==> src/logic/host_port_params.svh <==
`ifndef HOST_PORT_PARAMS_SVH
`define HOST_PORT_PARAMS_SVH

// Register byte offsets
`define OFF_CTRL    8'h00
`define OFF_STAT    8'h04
`define OFF_TXLO    8'h08
`define OFF_TXHI    8'h0c
`define OFF_RXLO    8'h10
`define OFF_RXHI    8'h14
`define OFF_CVEC    8'h18

// Control register fields
`define CTRL_FLAG_LSB  0
`define CTRL_HOST_CMD_IRQ_ENABLE      11
`define CTRL_TO_HOST_NOT_FULL_IRQ_ENABLE     12
`define CTRL_TO_HOST_EMPTY_IRQ_ENABLE     13
`define CTRL_FROM_HOST_FULL_IRQ_ENABLE     14
`define CTRL_FROM_HOST_NOT_EMPTY_IRQ_ENABLE     15
`define CTRL_RESET     16'h0000

// Status register fields
`define STAT_RXNE      0
`define STAT_RXFF      1
`define STAT_TXE       2
`define STAT_TXNF      3
`define STAT_FLAG_LSB  4

// Command vector register fields
`define CVEC_CMDP      8
`define CVEC_NMIP      9

// Interrupt vector offsets from the vector base
`define VEC_RX_FULL    12'h940
`define VEC_RX_NE      12'h980
`define VEC_TX_EMPTY   12'h9c0
`define VEC_TX_NF      12'ha00
`define VEC_HOST_CMD   12'ha40
`define VEC_HOST_NMI   12'he00

// FIFO depth in 64-bit entries
`define FIFO_DEPTH     4

`endif

==> src/logic/host_port_pkg.sv <==
package host_port_pkg;
   typedef logic [63:0] entry_t;
   typedef logic [6:0]  cmd_vec_t;
   typedef enum logic [1:0] {
      HT_IDLE   = 2'b00,
      HT_BUSY   = 2'b01,
      HT_NONSEQ = 2'b10,
      HT_SEQ    = 2'b11
   } htrans_e;
endpackage

==> src/logic/host_port_handshake_status.sv <==
`timescale 1ns/10ps
`include "host_port_params.svh"

// Three-stage pin synchroniser, a bit changes once stages two and three agree
module pin_sync #(
   parameter int W = 1
) (
   input  wire logic         clk,
   input  wire logic         rstn,
   input  wire logic [W-1:0] pin,
   output logic      [W-1:0] level
);
   logic [W-1:0] s1_q;
   logic [W-1:0] s2_q;
   logic [W-1:0] s3_q;

   // Synchroniser chain
   always_ff @(posedge clk or negedge rstn) begin
      if (!rstn) begin
         s1_q <= '0;
         s2_q <= '0;
         s3_q <= '0;
      end else begin
         s1_q <= pin;
         s2_q <= s1_q;
         s3_q <= s2_q;
      end
   end

   // Agreement filter, holds old level while stages differ
   always_ff @(posedge clk or negedge rstn) begin
      if (!rstn) begin
         level <= '0;
      end else begin
         level <= (s2_q & s3_q) | (level & (s2_q | s3_q));
      end
   end
endmodule // pin_sync

// Simple counted FIFO; push when full and pop when empty are ignored
module fifo_mem #(
   parameter int W     = 64,
   parameter int DEPTH = `FIFO_DEPTH
) (
   input  wire logic                       clk,
   input  wire logic                       rstn,
   input  wire logic                       push,
   input  wire logic [W-1:0]               din,
   input  wire logic                       pop,
   output logic      [W-1:0]               dout,
   output logic                            empty,
   output logic                            full
);
   localparam int AW = (DEPTH > 1) ? $clog2(DEPTH) : 1;
   localparam int CW = $clog2(DEPTH + 1);
   localparam logic [CW-1:0] DEPTH_C = CW'(DEPTH);
   localparam logic [AW-1:0] LAST_C  = AW'(DEPTH - 1);

   logic [W-1:0]  mem [DEPTH];
   logic [AW-1:0] wp_q;
   logic [AW-1:0] rp_q;
   logic [CW-1:0] cnt_q;
   logic          do_push;
   logic          do_pop;

   assign empty   = (cnt_q == '0);
   assign full    = (cnt_q == DEPTH_C);
   assign do_push = push & ~full;
   assign do_pop  = pop & ~empty;
   assign dout    = mem[rp_q];

   // Storage, no reset needed on data
   always_ff @(posedge clk) begin
      if (do_push) begin
         mem[wp_q] <= din;
      end
   end

   // Pointers wrap at depth, which need not be a power of two
   always_ff @(posedge clk or negedge rstn) begin
      if (!rstn) begin
         wp_q  <= '0;
         rp_q  <= '0;
         cnt_q <= '0;
      end else begin
         if (do_push) begin
            wp_q <= (wp_q == LAST_C) ? '0 : wp_q + 1'b1;
         end
         if (do_pop) begin
            rp_q <= (rp_q == LAST_C) ? '0 : rp_q + 1'b1;
         end
         cnt_q <= cnt_q + CW'(do_push) - CW'(do_pop);
      end
   end
endmodule // fifo_mem

// Operation
// - to-host empty flag set when FIFO empty
// - to-host not-full flag clear when FIFO full
// - from-host full flag set when FIFO full
// - from-host not-empty flag set when data present
// - host tx-empty flag set when words empty
// - host rx-full flag set when words valid
// - core flags mirrored to host status
// - host flags mirrored to core status
// - transmit ready when tx words and FIFO empty
// - maskable request raised only when status and enable
// - command, not-full, empty each own enable
// - receive full, not-empty each own enable
// - host non-maskable request has no enable
// - receive full 0x940, not-empty 0x980 lines
// - transmit empty 0x9c0, not-full 0xa00 lines
// - host command 0xa40, nmi 0xe00 lines
// - data irqs clear by FIFO access; vector read
// - move tx words only while FIFO not full
// - load rx words only when host read them
module host_port_handshake_status #(
   parameter int DEPTH = `FIFO_DEPTH
) (
   // Clock and reset
   input  wire logic                     clk,
   input  wire logic                     rstn,
   // AHB-Lite slave
   input  wire logic                     hsel,
   input  wire logic [31:0]              haddr,
   input  wire logic [1:0]               htrans,
   input  wire logic                     hwrite,
   input  wire logic [2:0]               hsize,
   input  wire logic [31:0]              hwdata,
   input  wire logic                     hready,
   output logic                          hreadyout,
   output logic                          hresp,
   output logic      [31:0]              hrdata,
   // Host pins
   input  wire logic                     host_tx_wr,
   input  wire host_port_pkg::entry_t    host_tx_data,
   input  wire logic                     host_rx_rd,
   output host_port_pkg::entry_t         host_rx_data,
   input  wire logic [3:0]               host_to_core_flags,
   input  wire logic                     host_cmd_req,
   input  wire host_port_pkg::cmd_vec_t  host_cmd_vec,
   input  wire logic                     host_nmi_req,
   output logic                          host_tx_empty_flag,
   output logic                          host_rx_full_flag,
   output logic                          transmit_ready_flag,
   output logic      [3:0]               core_to_host_flags,
   // Requests toward the core interrupt controller
   output logic                          irq_rx_full,
   output logic                          irq_rx_not_empty,
   output logic                          irq_tx_empty,
   output logic                          irq_tx_not_full,
   output logic                          irq_host_cmd,
   output logic                          nmi_host
);
   import host_port_pkg::*;

   // Host strobes and flags after synchronisation
   logic [3:0]  strb_lvl;
   logic [3:0]  strb_prev_q;
   logic [3:0]  strb_rise;
   logic [3:0]  hflag_lvl;
   // Bus decode
   logic        ap_take;
   logic        dp_wr_q;
   logic [7:0]  dp_addr_q;
   logic        rd_take;
   logic [31:0] rdata_d;
   logic [31:0] hrdata_q;
   // Registers and holding words
   logic [15:0] ctrl_q;
   logic [31:0] txlo_q;
   entry_t      tx_hold_q;
   logic        tx_full_q;
   entry_t      rx_hold_q;
   logic        rx_valid_q;
   cmd_vec_t    cvec_q;
   logic        cmd_pend_q;
   logic        nmi_pend_q;
   // FIFO handshakes
   logic        thf_push;
   logic        thf_pop;
   entry_t      thf_dout;
   logic        thf_empty;
   logic        thf_full;
   logic        fhf_push;
   logic        fhf_pop;
   entry_t      fhf_dout;
   logic        fhf_empty;
   logic        fhf_full;
   logic [7:0]  stat;
   logic        cvec_rd;

   pin_sync #(.W(4)) u_strb_sync (
      .clk   (clk),
      .rstn  (rstn),
      .pin   ({host_nmi_req, host_cmd_req, host_rx_rd, host_tx_wr}),
      .level (strb_lvl)
   );

   pin_sync #(.W(4)) u_flag_sync (
      .clk   (clk),
      .rstn  (rstn),
      .pin   (host_to_core_flags),
      .level (hflag_lvl)
   );

   // Host events count on the rising edge of the filtered level
   always_ff @(posedge clk or negedge rstn) begin
      if (!rstn) begin
         strb_prev_q <= '0;
      end else begin
         strb_prev_q <= strb_lvl;
      end
   end
   assign strb_rise = strb_lvl & ~strb_prev_q;

   // Zero-wait slave, so hreadyout always high and response always OKAY
   assign hreadyout = 1'b1;
   assign hresp     = 1'b0;
   assign hrdata    = hrdata_q;
   assign ap_take   = hsel & hready & htrans[1];
   assign rd_take   = ap_take & ~hwrite;
   assign cvec_rd   = rd_take & (haddr[7:0] == `OFF_CVEC);

   // Data phase bookkeeping for writes
   always_ff @(posedge clk or negedge rstn) begin
      if (!rstn) begin
         dp_wr_q   <= 1'b0;
         dp_addr_q <= 8'h00;
      end else begin
         dp_wr_q   <= ap_take & hwrite;
         dp_addr_q <= haddr[7:0];
      end
   end

   // Core status word
   assign stat = {hflag_lvl,
                  ~thf_full,
                  thf_empty,
                  fhf_full,
                  ~fhf_empty};

   // Read mux evaluated in the address phase; unmapped reads give zero
   always_comb begin
      rdata_d = 32'h0000_0000;
      case (haddr[7:0])
         `OFF_CTRL: rdata_d = {16'h0000, ctrl_q};
         `OFF_STAT: rdata_d = {24'h00_0000, stat};
         `OFF_TXLO: rdata_d = txlo_q;
         `OFF_RXLO: rdata_d = fhf_dout[31:0];
         `OFF_RXHI: rdata_d = fhf_dout[63:32];
         `OFF_CVEC: rdata_d = {22'h00_0000, nmi_pend_q, cmd_pend_q,
                               1'b0, cvec_q};
         default:   rdata_d = 32'h0000_0000;
      endcase
   end

   // Read data held until the next read
   always_ff @(posedge clk or negedge rstn) begin
      if (!rstn) begin
         hrdata_q <= 32'h0000_0000;
      end else if (rd_take) begin
         hrdata_q <= rdata_d;
      end
   end

   // Control and transmit low word written in the data phase
   always_ff @(posedge clk or negedge rstn) begin
      if (!rstn) begin
         ctrl_q <= `CTRL_RESET;
         txlo_q <= 32'h0000_0000;
      end else if (dp_wr_q) begin
         if (dp_addr_q == `OFF_CTRL) begin
            ctrl_q <= hwdata[15:0];
         end
         if (dp_addr_q == `OFF_TXLO) begin
            txlo_q <= hwdata;
         end
      end
   end

   // Writing the high word pushes the pair; a push into a full FIFO is lost
   assign thf_push = dp_wr_q & (dp_addr_q == `OFF_TXHI);
   assign thf_pop  = ~rx_valid_q & ~thf_empty;

   fifo_mem #(.W(64), .DEPTH(DEPTH)) u_to_host_fifo (
      .clk   (clk),
      .rstn  (rstn),
      .push  (thf_push),
      .din   ({hwdata, txlo_q}),
      .pop   (thf_pop),
      .dout  (thf_dout),
      .empty (thf_empty),
      .full  (thf_full)
   );

   // Reading the high word pops the entry, low word first by convention
   assign fhf_pop  = rd_take & (haddr[7:0] == `OFF_RXHI);
   assign fhf_push = tx_full_q & ~fhf_full;

   fifo_mem #(.W(64), .DEPTH(DEPTH)) u_from_host_fifo (
      .clk   (clk),
      .rstn  (rstn),
      .push  (fhf_push),
      .din   (tx_hold_q),
      .pop   (fhf_pop),
      .dout  (fhf_dout),
      .empty (fhf_empty),
      .full  (fhf_full)
   );

   // Host transmit words; a host write while still full is dropped
   always_ff @(posedge clk or negedge rstn) begin
      if (!rstn) begin
         tx_hold_q <= '0;
         tx_full_q <= 1'b0;
      end else if (fhf_push) begin
         tx_full_q <= 1'b0;
      end else if (strb_rise[0] && !tx_full_q) begin
         tx_hold_q <= host_tx_data;
         tx_full_q <= 1'b1;
      end
   end

   // Host receive words, refilled only once the host has read them
   always_ff @(posedge clk or negedge rstn) begin
      if (!rstn) begin
         rx_hold_q  <= '0;
         rx_valid_q <= 1'b0;
      end else if (thf_pop) begin
         rx_hold_q  <= thf_dout;
         rx_valid_q <= 1'b1;
      end else if (strb_rise[1]) begin
         rx_valid_q <= 1'b0;
      end
   end
   assign host_rx_data = rx_hold_q;

   // Pending command and nmi; a new request wins over a vector read
   always_ff @(posedge clk or negedge rstn) begin
      if (!rstn) begin
         cvec_q     <= '0;
         cmd_pend_q <= 1'b0;
         nmi_pend_q <= 1'b0;
      end else begin
         if (strb_rise[2]) begin
            cvec_q <= host_cmd_vec;
         end
         cmd_pend_q <= strb_rise[2] | (cmd_pend_q & ~cvec_rd);
         nmi_pend_q <= strb_rise[3] | (nmi_pend_q & ~cvec_rd);
      end
   end

   // Host-visible status, registered for clean pin timing
   always_ff @(posedge clk or negedge rstn) begin
      if (!rstn) begin
         host_tx_empty_flag  <= 1'b1;
         host_rx_full_flag   <= 1'b0;
         transmit_ready_flag <= 1'b1;
         core_to_host_flags  <= 4'h0;
      end else begin
         host_tx_empty_flag  <= ~tx_full_q;
         host_rx_full_flag   <= rx_valid_q;
         transmit_ready_flag <= ~tx_full_q & fhf_empty;
         core_to_host_flags  <= ctrl_q[`CTRL_FLAG_LSB +: 4];
      end
   end

   // Requests: each level source but the nmi gated by its own enable, one clock late
   always_ff @(posedge clk or negedge rstn) begin
      if (!rstn) begin
         irq_rx_full      <= 1'b0;
         irq_rx_not_empty <= 1'b0;
         irq_tx_empty     <= 1'b0;
         irq_tx_not_full  <= 1'b0;
         irq_host_cmd     <= 1'b0;
         nmi_host         <= 1'b0;
      end else begin
         irq_rx_full      <= fhf_full & ctrl_q[`CTRL_FROM_HOST_FULL_IRQ_ENABLE];
         irq_rx_not_empty <= ~fhf_empty & ctrl_q[`CTRL_FROM_HOST_NOT_EMPTY_IRQ_ENABLE];
         irq_tx_empty     <= thf_empty & ctrl_q[`CTRL_TO_HOST_EMPTY_IRQ_ENABLE];
         irq_tx_not_full  <= ~thf_full & ctrl_q[`CTRL_TO_HOST_NOT_FULL_IRQ_ENABLE];
         irq_host_cmd     <= cmd_pend_q & ctrl_q[`CTRL_HOST_CMD_IRQ_ENABLE];
         nmi_host         <= nmi_pend_q;
      end
   end
   // Lines map to vectors VEC_RX_FULL, VEC_RX_NE, VEC_TX_EMPTY, VEC_TX_NF,
   // VEC_HOST_CMD and VEC_HOST_NMI, in port order
endmodule // host_port_handshake_status

==> config.mk <==
export PLATFORM = sky130hd
export DESIGN_NAME = host_port_handshake_status
export DESIGN_NICKNAME = d
export VERILOG_FILES = /design/src/logic/host_port_pkg.sv /design/src/logic/host_port_handshake_status.sv
export VERILOG_INCLUDE_DIRS = /design/src /design/src/logic
export SDC_FILE = /design/constraint.sdc
export NUM_CORES = 1
export LEC_CHECK = 0
export ABC_AREA = 1
export BUFFER_PORTS_ARGS = -buffer_cell sky130_fd_sc_hd__buf_2
export CORE_UTILIZATION = 55
export CTS_CLUSTER_DIAMETER = 60
export DETAILED_ROUTE_END_ITERATION = 8
export PLACE_DENSITY = 0.84
export SKIP_LAST_GASP = 1
export SLEW_MARGIN = 20
export SYNTH_ARGS = -nofsm -noshare
export SYNTH_HDL_FRONTEND = slang
export SYNTH_HIERARCHICAL = 1
export SYNTH_SLANG_ARGS = --single-unit
==> constraint.sdc <==
create_clock -name clk -period 7.05 [get_ports clk]
set_clock_uncertainty 0.15 [all_clocks]
set_input_delay 0.705 -clock clk [delete_from_list [all_inputs] [get_ports clk]]
set_output_delay 0.705 -clock clk [all_outputs]
set_load 0.1 [all_outputs]
Yosys cells after proc, flatten, opt, wreduce, memory -nomap -nowiden
Memory sizes are Yosys's and may differ from the RTL's. A register that Yosys moved wholly into a read port is not among the register bits. Index checks and enable logic that the tools add are counted.

Bits in registers: 227. RAM bits: 512. Bits of input ports: 153. Output and inout port bits: 111. Memories kept: 2.

Memories: u_from_host_fifo.mem (words 4, width 64, read ports 1, clocked after Yosys merged registers in 0, write ports 1, line host_port_handshake_status.sv:59) `logic [W-1:0] mem [DEPTH];`; u_to_host_fifo.mem (words 4, width 64, read ports 1, clocked after Yosys merged registers in 1, write ports 1, line host_port_handshake_status.sv:59).

Add/sub/neg operators: 8. Eq/ne operators: 13. Mux-type cells: 13. Bitwise operators: 42. Reduce and logical (&&, ||, !) cells: 12.

Operators by type and width (count): case mux 32 bit (6 select lines) (1); equality test 8 x 4 -> 1 bit, second input constant (3); equality test 8 x 5 -> 1 bit, second input constant (3); AND 1 bit (21); AND 4 bit (5); zero test 8 bit (2); bitwise OR 4 bit (4); NOT 1 bit (9); adder 2 x 1 -> 2 bit, second input constant (4); equality test 2 bit, second input constant (4); equality test 8 x 3 -> 1 bit, second input constant (1); 2-to-1 mux 1 bit (8); 2-to-1 mux 2 bit (4); adder 3 x 1 -> 3 bit (2); equality test 3 bit, second input constant (2); zero test 3 bit (2); AND reduction 2 bit (3); subtractor 3 x 1 -> 3 bit (2); NOT 4 bit (1); nonzero test 2 bit (2); zero test 1 bit (2); bitwise OR 1 bit (2); logical AND 1 bit (1).

Longest topological paths before layout
Gate-level depths: netlist of the first run.

Depth after elaboration: 7. Gate-level depth with buffers: 15. Mapped depth without buffers: 14.

By module
The synthesis of the first run kept the hierarchy.

By module, submodules not included: fifo_mem at u_from_host_fifo (instances 1, cells each 804, area an instance 10719.0 µm², sequential area each 7862.5 µm²); fifo_mem at u_to_host_fifo (instances 1, cells each 806, area an instance 10686.5 µm², sequential area each 7862.5 µm²); host_port_handshake_status (instances 1, cells each 1056, area an instance 9999.6 µm², sequential area each 6133.4 µm²); pin_sync (instances 2, cells each 32, area an instance 465.4 µm², sequential area each 400.4 µm²).

Worst setup path before layout of the first run
Ideal clock, no wire load.

Kind: register to register. Start point: reg dp_addr_q[3]. End point: mem u_to_host_fifo.mem[0][0] (enable). Arrival: 3.865 ns. Setup slack: 2.549 ns. Cell stages (with the launch flop): 6. Path buffers: 1. Cell sequence: dfrtp_1 clkbuf_1 nand3_1 nor3_1 nand2_1 nor2_1.

Cells in the longest elaborated chain, start to end: 5.

RTL lines: start: declaration (line host_port_handshake_status.sv:165) `logic [7:0] dp_addr_q;`; start signal: assignment (line host_port_handshake_status.sv:232) `dp_addr_q <= haddr[7:0];`; equality test 8 x 4 -> 1 bit (no source line); AND 1 bit (line host_port_handshake_status.sv:283) `` assign thf_push = dp_wr_q & (dp_addr_q == `OFF_TXHI); ``; named net thf_push (line host_port_handshake_status.sv:180) `logic thf_push;`; AND 1 bit (line host_port_handshake_status.sv:68) `assign do_push = push & ~full;`; 2-to-1 mux 1 bit (line host_port_handshake_status.sv:74) `if (do_push) begin`; 2-to-1 mux 1 bit (implied by the code) (line host_port_handshake_status.sv:75) `mem[wp_q] <= din;`; end: declaration (line host_port_handshake_status.sv:59).

The timed path passes the listed nets, and every way through them passes these cells.

Worst setup path in the final report of the first run
Start point: reg dp_addr_q[3]. End point: mem u_to_host_fifo.mem[2][24] (enable).

Same word-level chain as after synthesis.

==> results of run 1 <==
-- critical path: cells and delay by family, from the launching register on --
family / cells / cell delay (ns)
and+or+nand+nor: 4 / 1.68
buffers and inverters: 2 / 0.90
DFF: 1 / 0.33
-- kinds of logic (layout without fill, tap and decap cells) --
kind of cell,count (synthesis),count (layout),synth area share
AO/OA/AOI/OAI,333,333,0.0737
adder cells (fa/ha/maj),16,16,0.00666
buffers and inverters,491,765,0.0716
flip-flops,803,803,0.701
multiplexers,71,71,0.0247
other,2,13,0.000232
AND/OR/NAND/NOR,1014,1014,0.122
-- layer usage --
layer / track usage / routed length [um] / vias up
met5: 0 / 50 / -
met2: 0.398 / 35100 / 962
met1: 0.325 / 28500 / 9884
li1: - / - / 9537
met4: 0.0945 / 2340 / 8
met3: 0.0554 / 6660 / 142
-- through the flow --
step | std cells | hold slack (ns)
final | 3780 | 0.0432
after global routing | 3773 | 0.0138
after CTS | 3766 | 0.00737
after detailed placement | 3616 | 0.186
after global placement | 3616 | 0.184
after floorplan | 2730 | 0.181
-- power by group through the flow --
stage	Clock (mW)	Sequential (mW)	Combinational, mW
after CTS	4.37	6.70	3.82
final	4.33	6.66	3.88
after global placement	0	6.72	3.69
after global routing	4.56	6.74	4.17
after detailed placement	0	6.78	3.79
after floorplan	0	7.93	1.78
-- state kept, by name, indices dropped and copies added (netlist names), 7 cells and up --
| name | flops |
|---|---|
| ctrl_q | 16 |
| txlo_q | 32 |
| dp_addr_q | 8 |
| u_to_host_fifo/mem | 256 |
| hrdata | 32 |
| host_rx_data | 64 |
| tx_hold_q | 64 |
| u_from_host_fifo/mem | 256 |
| cvec_q | 7 |
-- Yosys cell counts (4+ instances only) --
cell | count | area share
a21oi_1 | 15 | 0.0023
buf_2 | 38 | 0.0059
buf_4 | 5 | 0.0012
buf_6 | 54 | 0.019
clkbuf_1 | 40 | 0.0046
dfrtp_1 | 289 | 0.22
edfxtp_1 | 512 | 0.48
ha_1 | 14 | 0.0054
inv_1 | 349 | 0.041
mux2_2 | 71 | 0.025
nand2_1 | 856 | 0.099
nand3_1 | 88 | 0.014
nor2_1 | 60 | 0.0070
o211ai_1 | 245 | 0.057
o211ai_2 | 11 | 0.0043
o21ai_0 | 52 | 0.0080
o21ai_2 | 4 | 0.0011
-- repair_timing --
| item | CTS | global route |
|---|---|---|
| hold buffers | 1 | 0 |
| resized for setup | 0 | 0 |
| buffers inserted | 0 | 0 |
| endpoints found under the hold margin | 77 | 0 |
-- area by class of cell --
class                      instances  area, sq um
fill                            4111        21300
multi-input combinational       1436         7430
clock inverter                    29          323
sequential                       803        22700
tap                              765          957
antenna                           11         27.5
inverter                         353         1330
clock buffer                     120         2390
timing repair buffer             263         1470
-- layout by cell type, fill, tap and decap left out, types with 3 or more instances in the layout --
master,n
inv_1,348
ha_1,14
o21ai_2,4
a21oi_1,15
nand2_1,856
clkbuf_1,23
nand3b_1,3
clkinv_1,6
buf_2,232
o211ai_1,245
inv_6,4
buf_4,25
o21ai_1,3
nor2_1,50
edfxtp_1,512
clkbuf_8,11
inv_2,4
mux2_2,71
o211ai_2,11
o21ai_0,52
clkinv_2,8
diode_2,11
dfrtp_1,285
nand3_1,88
bufinv_16,6
o21bai_1,3
nor2_4,9
clkinvlp_4,3
clkbuf_16,86
-- final timing paths --
kind,cells past startpoint,endpoint,startpoint,slack (ns)
worst max-delay path,6,u_to_host_fifo/mem[2][24],dp_addr_q[3],3.59
worst min-delay path,1,u_strb_sync/s1_q[0],host_tx_wr,0.04
worst max register to register,6,u_to_host_fifo/mem[2][24],dp_addr_q[3],3.59
worst min register to register,0,u_flag_sync/s2_q[1],u_flag_sync/s1_q[1],0.20
max in group asynchronous,3,tx_hold_q[37],rstn,4.87
min in group asynchronous,2,tx_hold_q[11],rstn,0.52
==> impl_metrics.toml, run 1 <==
[pwr]
p_leak_nw = 15.8
seqPwrFrac = 0.448
p_int_mw = 9.56
p_comb_frac = 0.261
clkPwrFrac = 0.291
p_total_mw = 14.9
ir_drop_v = 0.000430
power_density_mw_per_mm2 = 406
power_switching_mw = 5.30
switching_share = 0.356

[detailed_routing]
drc_errors = 0
num_vias = 20500
post_drt_wl_per_cell_um = 19.2
routed_wl_um = 72600
drt_iter0_markers = 1983
detail_route.first_pass.iterations = 6
antenna_left = 0
via_per_inst = 5.43

[clock_tree]
htreeDepth = 3
clockRootBuffer = "clkbuf_16"
cts.sink_count = 803
cts_tree = "yes"
cts_buffers = 80
clk_pin_slew_ns = 0.06
clk_path_buf_depth = 3
insertion_delay_ns = 0.62

[global_route]
grt_pass1_wl_um = 112000
grt_overflow = 0
grt_pass1_vias = 20100
track_usage = 0.246
antenna_found_initial = 8
grt_max_degree = 143

[synthesis]
synth_cell_types = 32
synth.net_count = 2899
synth_ff_type = "edfxtp_1"
synth_cells = 2730
synth_area_sq_mm = 0.0323
ys_seq_area_frac = 0.701
synth_edf_count = 512
ys.warnings.count = 6
ys_seq_elements = 803
synthArstFlopShare = 0.362
postSynthAreaPerCell_sq_um = 11.8

[place]
port-buffer-count = 233
pre_cts_ws_ns = 3.52
postPlaceCellArea_sq_mm = 0.0338
place.gp.congestion = 0.838
hpwl_um = 44200

[worst_setup_path]
endpoint_kind = "register"
cpMaxStageDelayCell = "nor2_4"
cp_max_fo = 36
start_kind = "register"
timing.critical_path.cells = "buf_4 -> nand3_1 -> nor3_1 -> nand2_1 -> nor2_4 -> buf_4"
crit_required_ns = 7.13
cp.arrival_ns = 3.55
critical_path_class = "register to register"
max_stage_delay_ns = 0.85
cp_common_cell = "buf_4"

[layout]
syn_to_final_growth_pct = 13.2
finish.utilization = 0.632
fin_nets = 3106
design_area_sq_mm = 0.0366
drive_gt1_frac = 0.164

[sta]
fin_ws_ns = 3.59
setup_viol = 0
hold_violations = 0
slew-limit-headroom = 0.272
max_freq_mhz = 289
setup_tns_ns = 0
finalMaxSlewViolations = 0
min_period_ns = 3.46
fin_crit_sh = 0.491
rsz0062_at_grt = "no"
worstMarginPinSlew_ns = 1.09

[die]
coreArea_sq_mm = 0.0579
dieArea_sq_mm = 0.0598
std_cell_rows = 88
initial_utilization = 0.558
die_y_um = 244
ios = 264
die_width_um = 244

[job]
cap_violations = 0

[run_status]
status = "finished clean"

[min_path]
min_path_type = "input port to register"
Power figures use the tool's default switching activity.
==> run 2: changes to the inputs <==
Clock period 7.05 ns to 3.5 ns, I/O delays scaled along.
==> run 2 against run 1 <==
- via count increased by 3.1%
- clock power increased by 91%
- combinational power increased by 110%
- sequential cell count unchanged
- cell area increased by 3.4%
- non-clock buffer count increased by 134
- utilization increased by 2.2 points
- critical endpoint is now hrdata[13]
- largest cell class unchanged
- largest power group unchanged
==> impl_metrics.toml, run 2 (synthesized netlist as in run 1, its figures left out) <==
[run_status]
status = "finished clean"

[detailed_routing]
drt_iter0_markers = 1977
drc_errors = 0
num_vias = 21200
via_per_inst = 5.42
antenna_left = 0
post_drt_wl_per_cell_um = 19.2
detail_route.first_pass.iterations = 6
routed_wl_um = 74900

[clock_tree]
htreeDepth = 3
clk_pin_slew_ns = 0.06
cts.sink_count = 803
clk_path_buf_depth = 3
post_cts.repair.setup_buffers = 0
cts_buffers = 79
cts_tree = "yes"
clockRootBuffer = "clkbuf_16"
post_cts_resized = 0
insertion_delay_ns = 0.63

[global_route]
grt_pass1_vias = 21200
grt_pass1_wl_um = 117000
antenna_found_initial = 2
grt_overflow = 0
grt_use_met1 = 0.341
grt_max_degree = 91
grt_use_met2 = 0.419
met3_usage = 0.0450
track_usage = 0.255
grt-busiest-layer = "met2"

[place]
port-buffer-count = 233
dp.cells = 3632
place.gp.congestion = 0.849
hpwl_um = 45100

[die]
ios = 264
die_y_um = 244
initial_utilization = 0.558
die_width_um = 244
coreArea_sq_mm = 0.0579
dieArea_sq_mm = 0.0598
std_cell_rows = 88

[pwr]
p_comb_frac = 0.270
clkPwrFrac = 0.279
p_leak_nw = 16.4
seqPwrFrac = 0.452
ir_drop_v = 0.00104
p_int_mw = 18.9
power_density_mw_per_mm2 = 785
switching_share = 0.363
power_switching_mw = 10.8

[layout]
syn_to_final_growth_pct = 17.0
fin_cells = 3904
fin_nets = 3239
reg_top3 = "u_from_host_fifo/mem x256, u_to_host_fifo/mem x256"
drive_gt1_frac = 0.162
final_cell_mix = "nand2_1, edfxtp_1, inv_1, dfrtp_1, o211ai_1"
layout_commonest_cell = "nand2_1"

[sta]
min_period_ns = 2.83
hold_violations = 0
finalMaxSlewViolations = 0
setup_viol = 0
slew-limit-headroom = 0.367
rsz0062_at_grt = "no"
worstMarginPinSlew_ns = 0.950
setup_tns_ns = 0
fin_crit_sh = 0.809
max_freq_mhz = 353

[worst_setup_path]
cp.arrival_ns = 3.24
cp_max_fo = 34
crit_required_ns = 3.90
start_kind = "input port"
reg2reg_slack_ns = 0.67
endpoint_kind = "register"
critical_path_class = "input port to register"

[job]
cap_violations = 0

[min_path]
min_path_type = "input port to register"
[run 2: critical path, cell delays in order]
cell and delay, ns:
dlygate4sd3_1 0.56, buf_2 0.15, inv_1 0.07, nand2_1 0.07, nor2_2 0.31, buf_4 0.41, nand2_1 0.09, inv_1 0.59
nand2_1 0.17, nand2_1 0.11, o21ai_0 0.19, nand2_1 0.16
[run 2: per-stage QoR]
stage / hold slack [ns] / util / area (sq um) / setup slack, ns / power (mW)
2_1_floorplan: -0.0956 / - / 32300 / -1.00 / 19.5
3_3_place_gp: 0.183 / 0.588 / 34100 / 0.767 / 21.1
3_5_place_dp: 0.186 / 0.588 / 34100 / 0.691 / 21.4
4_1_cts: 0.104 / 0.653 / 37800 / 0.696 / 29.8
5_1_grt: 0.183 / 0.653 / 37800 / 0.530 / 31.0
6_report: 0.139 / 0.653 / 37800 / 0.667 / 29.7
[run 2: per-layer routing]
layer	up-vias	routed length (um)	share of wire
met5	-	13	0.00017
met4	2	2520	0.034
met3	157	6110	0.082
met2	1015	36300	0.48
met1	10200	29900	0.40
li1	9798	-	-
[run 2: final timing paths]
| kind | endpoint | startpoint | depth (start not counted) |
|---|---|---|---|
| min reg2reg | u_flag_sync/s2_q[2] | u_flag_sync/s1_q[2] | 0 |
| max reg2reg | u_to_host_fifo/cnt_q[2] | dp_addr_q[7] | 11 |
| max | hrdata[13] | haddr[5] | 12 |
| min | u_from_host_fifo/rp_q[1] | hready | 7 |
| min in group asynchronous | host_rx_data[28] | rstn | 2 |
| max in group asynchronous | hrdata[15] | rstn | 3 |
[run 2: final cells by class]
type,count,area (sq um)
Timing Repair Buffer,397,2900
Sequential cell,803,22700
Clock inverter,31,241
Multi-Input combinational cell,1436,7430
Inverter,353,1330
Fill cell,3977,20100
Antenna cell,2,5.00
Tap cell,765,957
Clock buffer,117,2320
[run 2: power by group through the flow]
stage	Clock (mW)	Combinational [mW]	Sequential (mW)
global route	8.77	8.61	13.6
global placement	0	7.65	13.4
floorplan	0	3.60	15.9
detailed placement	0	7.84	13.5
finish	8.27	8.02	13.4
CTS	8.37	8.03	13.4
[run 2: what timing repair did]
action                     4_1_cts  5_1_grt
hold buffers                   122        0
hold endpoints to repair       344        0
setup endpoints to repair        0        0
